$ cat config.mk
export PLATFORM = sky130hd
export DESIGN_NAME = abo_unit
export DESIGN_NICKNAME = d
export VERILOG_FILES = /design/src/design/abo_pkg.sv /design/src/design/abo_unit.sv
export VERILOG_INCLUDE_DIRS = /design/src /design/src/design
export SDC_FILE = /design/constraint.sdc
export NUM_CORES = 1
export LEC_CHECK = 0
export BUFFER_PORTS_ARGS = -buffer_cell sky130_fd_sc_hd__buf_2
export CORE_AREA = 8 8 103 152
export DETAILED_ROUTE_END_ITERATION = 8
export DIE_AREA = 0 0 111 160
export PLACE_DENSITY = 0.87
export SKIP_LAST_GASP = 1
export SLEW_MARGIN = 10
export SYNTH_ARGS = -nofsm -noshare
export SYNTH_HDL_FRONTEND = slang
export SYNTH_SLANG_ARGS = --single-unit
$ cat constraint.sdc
create_clock -name ref_clk_i -period 4.82 [get_ports ref_clk_i]
set_clock_uncertainty 0.2 [all_clocks]
set_input_delay 0.482 -clock ref_clk_i [delete_from_list [all_inputs] [get_ports ref_clk_i]]
set_output_delay 0.482 -clock ref_clk_i [all_outputs]
set_load 0.01 [all_outputs]
$ cat src/design/abo_consts.svh
// Constants for the accumulator bit operations unit
`ifndef ABO_CONSTS_SVH
`define ABO_CONSTS_SVH
`define ABO_ACC_W        32
`define ABO_WORD_W       16
`define ABO_IDX_W        5
`define ABO_CNT_W        6
`define ABO_SHIFT_MIN    6'h01
`define ABO_SHIFT_MAX    6'h20
`define ABO_ACC_RST      32'h0000_0000
`endif

$ cat src/design/abo_pkg.sv
// Types for the accumulator bit operations unit
package abo_pkg;
  typedef enum logic [2:0]
  {
    ABO_OP_NONE = 3'h0,
    ABO_OP_DECR = 3'h1,
    ABO_OP_SHL  = 3'h2,
    ABO_OP_SHR  = 3'h3,
    ABO_OP_ENC  = 3'h4,
    ABO_OP_DEC  = 3'h5
  } abo_op_e;

  typedef struct packed
  {
    logic          valid;
    abo_op_e       op;
    logic [15:0]   mem_word;
    logic [5:0]    count;
  } abo_req_s;

  typedef struct packed
  {
    logic          mem_we;
    logic [15:0]   mem_word;
    logic          acc_we;
    logic [31:0]   acc;
    logic          zero_result_flag;
    logic          operand_range_flag;
  } abo_rsp_s;
endpackage

$ cat src/design/abo_unit.sv
// Accumulator datapath: decrement, shifts, priority encode, one-hot decode
// Functional notes
// - Decrement writes memory word minus one back
// - Decrement sets zero flag on zero result
// - Flags hold until next affecting operation
// - Shift left 1-32, zero fill, discard
// - Shift right 1-32, zero fill, lost
// - Encode gives index; bit 31 gives 1F
// - Encode of zero or bit0 gives zero
// - Multiple bits: lowest encoded, range flag set
// - Encode result is 5-bit low index
// - Decode sets bit at 5-bit index
// - Decode input above 31 divided by 32
`timescale 1ns/100ps
`default_nettype none
`include "abo_consts.svh"
module abo_unit
(
  input  wire logic             ref_clk_i,
  input  wire logic             rst_i,
  input  wire abo_pkg::abo_req_s req_i,
  input  wire logic [31:0]      acc_i,
  output var  abo_pkg::abo_rsp_s rsp_o
);
  import abo_pkg::*;

  // Decoded requests; a code outside the known set raises none of them
  logic              take_decr;
  logic              take_shl;
  logic              take_shr;
  logic              take_enc;
  logic              take_hot;

  // Datapath results, settled before the edge that stores them
  logic [15:0]       decr_word;
  logic [5:0]        shift_cnt;
  logic [31:0]       shl_val;
  logic [31:0]       shr_val;
  logic [31:0]       low_onehot;
  logic              multi_set;
  wire  [32:0][4:0]  enc_chain;
  logic [4:0]        low_idx;
  logic [31:0]       hot_src;
  logic [4:0]        hot_idx;
  wire  [31:0]       hot_val;

  // Response flops; each concern owns its own process
  logic              mem_we_reg;
  logic [15:0]       mem_word_reg;
  logic              acc_we_reg;
  logic [31:0]       acc_reg;
  logic              zero_flag_reg;
  logic              range_flag_reg;

  always_comb
  begin
    take_decr = 1'b0;
    take_shl  = 1'b0;
    take_shr  = 1'b0;
    take_enc  = 1'b0;
    take_hot  = 1'b0;
    if (req_i.valid)
    begin
      case (req_i.op)
        ABO_OP_DECR:
        begin
          take_decr = 1'b1;
        end
        ABO_OP_SHL:
        begin
          take_shl = 1'b1;
        end
        ABO_OP_SHR:
        begin
          take_shr = 1'b1;
        end
        ABO_OP_ENC:
        begin
          take_enc = 1'b1;
        end
        ABO_OP_DEC:
        begin
          take_hot = 1'b1;
        end
        default:
        begin
          take_decr = 1'b0;
        end
      endcase
    end
  end

  // Borrow out of bit 15 is dropped, so zero wraps to all ones
  assign decr_word = req_i.mem_word - 16'h0001;

  // Counts beyond 32 clamp to 32, which clears the accumulator either way
  assign shift_cnt = (req_i.count > `ABO_SHIFT_MAX) ? `ABO_SHIFT_MAX : req_i.count;
  // A full 32-place shift is forced to zero instead of trusting the shifter width
  // zero-filled left shift
  assign shl_val = (shift_cnt == `ABO_SHIFT_MAX) ? 32'h0000_0000 : acc_i << shift_cnt;
  assign shr_val = (shift_cnt == `ABO_SHIFT_MAX) ? 32'h0000_0000 : acc_i >> shift_cnt;

  // Lowest set bit isolated by the two's complement trick
  assign low_onehot = acc_i & (~acc_i + 32'h0000_0001);
  assign multi_set  = (acc_i & ~low_onehot) != 32'h0000_0000;

  // lowest bit index
  // Only one bit of low_onehot is ever high, so the OR chain never mixes indices
  assign enc_chain[0] = 5'h00;
  for (genvar gi = 0; gi < 32; gi++)
  begin : g_enc
    assign enc_chain[gi + 1] = enc_chain[gi] | (low_onehot[gi] ? 5'(gi) : 5'h00);
  end
  assign low_idx = enc_chain[32];

  // repeated divide by 32
  // Six steps bring any 32-bit value below 32; fewer would leave stray high bits
  always_comb
  begin
    hot_src = acc_i;
    for (int k = 0; k < 6; k++)
    begin
      if (hot_src > 32'h0000_001F)
      begin
        hot_src = hot_src >> `ABO_IDX_W;
      end
    end
  end
  assign hot_idx = hot_src[4:0];

  for (genvar gh = 0; gh < 32; gh++)
  begin : g_hot
    assign hot_val[gh] = (hot_idx == 5'(gh));
  end

  always_ff @(posedge ref_clk_i or posedge rst_i)
  begin
    if (rst_i)
    begin
      mem_we_reg   <= 1'b0;
      mem_word_reg <= 16'h0000;
    end
    else
    begin
      mem_we_reg <= take_decr;
      if (take_decr)
      begin
        mem_word_reg <= decr_word;
      end
    end
  end

  // Accumulator write, one cycle after the request is taken
  always_ff @(posedge ref_clk_i or posedge rst_i)
  begin
    if (rst_i)
    begin
      acc_we_reg <= 1'b0;
      acc_reg    <= `ABO_ACC_RST;
    end
    else
    begin
      acc_we_reg <= take_shl || take_shr || take_enc || take_hot;
      if (req_i.valid)
      begin
        case (req_i.op)
          ABO_OP_SHL:
          begin
            acc_reg <= shl_val;
          end
          ABO_OP_SHR:
          begin
            acc_reg <= shr_val;
          end
          ABO_OP_ENC:
          begin
            acc_reg <= {27'h0, low_idx};
          end
          ABO_OP_DEC:
          begin
            acc_reg <= hot_val;
          end
          // Refused codes and the decrement leave the accumulator alone
          default:
          begin
            acc_reg <= acc_reg;
          end
        endcase
      end
    end
  end

  always_ff @(posedge ref_clk_i or posedge rst_i)
  begin
    if (rst_i)
    begin
      zero_flag_reg <= 1'b0;
    end
    else if (take_decr)
    begin
      zero_flag_reg <= (decr_word == 16'h0000);
    end
  end

  always_ff @(posedge ref_clk_i or posedge rst_i)
  begin
    if (rst_i)
    begin
      range_flag_reg <= 1'b0;
    end
    else if (take_enc)
    begin
      range_flag_reg <= multi_set;
    end
  end

  // The struct only groups flops; no logic sits between them and the pins
  assign rsp_o = '{
    mem_we:             mem_we_reg,
    mem_word:           mem_word_reg,
    acc_we:             acc_we_reg,
    acc:                acc_reg,
    zero_result_flag:   zero_flag_reg,
    operand_range_flag: range_flag_reg
  };
endmodule
`default_nettype wire

==> results_dict.tcl <==
set metrics [dict create \
    syn2layout_area_growth_pct 9.91 \
    wl_um 36100 \
    netlist_area_mm2 0.00785 \
    synth_nets 1048 \
    ys.flop_type "dfrtp_1" \
    period_minus_slack_ps 3950 \
    nets 1089 \
    synthTopCellsByCount "nor2_1, nand2_1, clkbuf_1" \
    synthDominantCellAreaShare_pct 17.2 \
    cp.required_ps 4780 \
    ys_seq_area_share_pct 16.6 \
    largest_reg_flops 32 \
    vias_per_cell 7.70 \
    die_area_mm2 0.0178 \
    synth_cells 985 \
    hold_path_class "primary input to asynchronous set/reset pin" \
    ys.warnings.count 0 \
    synth_top_cells_by_area "mux4_2, dfrtp_1, mux2i_1" \
    grt_pass1_wl_um 54300 \
    clk_latency_ps 300 \
    syn_avg_cell_area_um2 7.97 \
    setup_viol 0 \
    gp_congestion 1.11 \
    hold_viol 0 \
    cp_max_fo 25 \
    crit_type "primary input to flip-flop" \
    grt_pass1_vias 8824 \
    worst_pin_slew_ps 1130 \
    chipHeight_um 160 \
    initial_utilization_pct 58.9 \
    synth-edff-count 0 \
    drcViolationCount 0 \
    leakage_nw 3.50 \
    total_power_mw 1.88 \
    final_antenna_net_count 0 \
    hpwl_um 27000 \
    track_usage_pct 39.3 \
    report.final.slew_viol_count 0 \
    cts_buffers 5 \
    synth_cell_types 80 \
    antenna_cells 0 \
    drtPass1Iterations 5 \
    portBuffers 111 \
    h-tree-depth 2 \
    drtIter0Drc 1048 \
    ir_worst_vdd_v 0.000153 \
    overflow 0 \
    root_buffer "clkbuf_16" \
    cts.sinks 52 \
    rrSetupSlack_ps 3280 \
    fmax_mhz 253 \
    synth_top_area_cell "mux4_2" \
    start_kind "primary input" \
    synth.most_common_cell "nor2_1" \
    postCtsHoldBufs 0 \
    rsz0062_at_grt "no" \
    max_cap_violations 0 \
    fp.coreArea_mm2 0.0133 \
    final_util_pct 64.7 \
    ios 112 \
    cts.clk_slew.worst_paths_ps 90 \
    vias 9152 \
    cts.repair.resized 0 \
    clock_path_buffers 2 \
    status "complete, no violations" \
    post_cts_buffers 0 \
    power_density_mw_per_mm2 218 \
    relSlewSlack_pct 24.3 \
    yosys_register_bits 52 \
    antenna_found_initial 0 \
    grt_max_degree 53 \
    wl_per_cell_um 30.3 \
    worst_slack_ps 865 \
    fin_tns_setup_ps 0 \
    drive_gt1_share_pct 24.4 \
    cts_tree "built" \
    worstPathArrival_ps 3920 \
    async_flop_share_pct 100 \
    place_ws_ps 616 \
    die_w_um 111 \
    period_share_pct 82.1 \
    critPathCaptureType "flip-flop" \
    row_count 52 \
]
==> layer usage <==
metal / global-route usage (%) / routed length, um
met1: 42.9 / 11800
met2: 66.5 / 17400
met3: 6.97 / 3760
met4: 29.4 / 3170
met5: 0 / 0
==> layout make-up <==
class / count / area, um^2
Multi-Input combinational cell: 800 / 6060
Sequential cell: 52 / 1300
Inverter: 21 / 78.8
Fill cell: 1173 / 4710
Clock inverter: 3 / 27.5
Timing Repair Buffer: 146 / 831
Clock buffer: 5 / 125
Tap cell: 162 / 203
==> report_power, final <==
group | internal, mW | total, mW | switching [mW]
Clock | 0.198 | 0.382 | 0.184
Combinational | 0.353 | 0.935 | 0.582
Sequential | 0.514 | 0.563 | 0.0485
Total | 1.06 | 1.88 | 0.815
==> logic make-up after synthesis <==
kind of cell | Yosys count | synth area share (%)
AND/OR/NAND/NOR | 384 | 24.3
AO/OA/AOI/OAI | 267 | 23.5
buffers and inverters | 133 | 6.92
multiplexers | 132 | 26.7
flip-flops | 52 | 16.6
XOR/XNOR | 13 | 1.45
adder cells (fa/ha/maj) | 4 | 0.606
==> through the flow <==
step	instances	cell area, um^2	hold WS (ps)
6_report	1189	8630	148
5_1_grt	1189	8630	219
4_1_cts	1189	8630	166
3_5_place_dp	1181	8480	288
3_3_place_gp	1181	8480	285
2_1_floorplan	985	7850	315
==> critical path: stages <==
cell       delay (ps)
buf_2             460
nand2b_2          580
buf_4             380
mux4_2            530
mux2i_1           310
o22ai_1           140
a2111oi_0         850
o2bb2ai_1         160
==> cells in the final DEF, fill, tap and decap left out, types with 11 or more instances in the layout <==
cell type    n
nor4_1      22
mux4_2      60
o22ai_1     22
nor3_1      31
o21ai_0     39
dfrtp_1     52
buf_2      111
a211oi_1    11
nand4_1     11
a21oi_1     66
nand2_1     95
a31oi_1     18
inv_1       20
buf_4       34
mux2i_1     64
nor2_1     116
nand3_1     32
==> worst paths after layout <==
path | from | to | cells past startpoint
max in group asynchronous | rst_i | mem_word_reg[11] | 3
max | req_i[5] | acc_reg[21] | 8
max reg2reg | acc_reg[23] | acc_reg[23] | 4
min reg2reg | acc_reg[13] | acc_reg[13] | 2
min | rst_i | acc_reg[23] | 3
min in group ref_clk_i | req_i[13] | mem_word_reg[7] | 3
No activity file was read; power rests on OpenSTA's default activity.
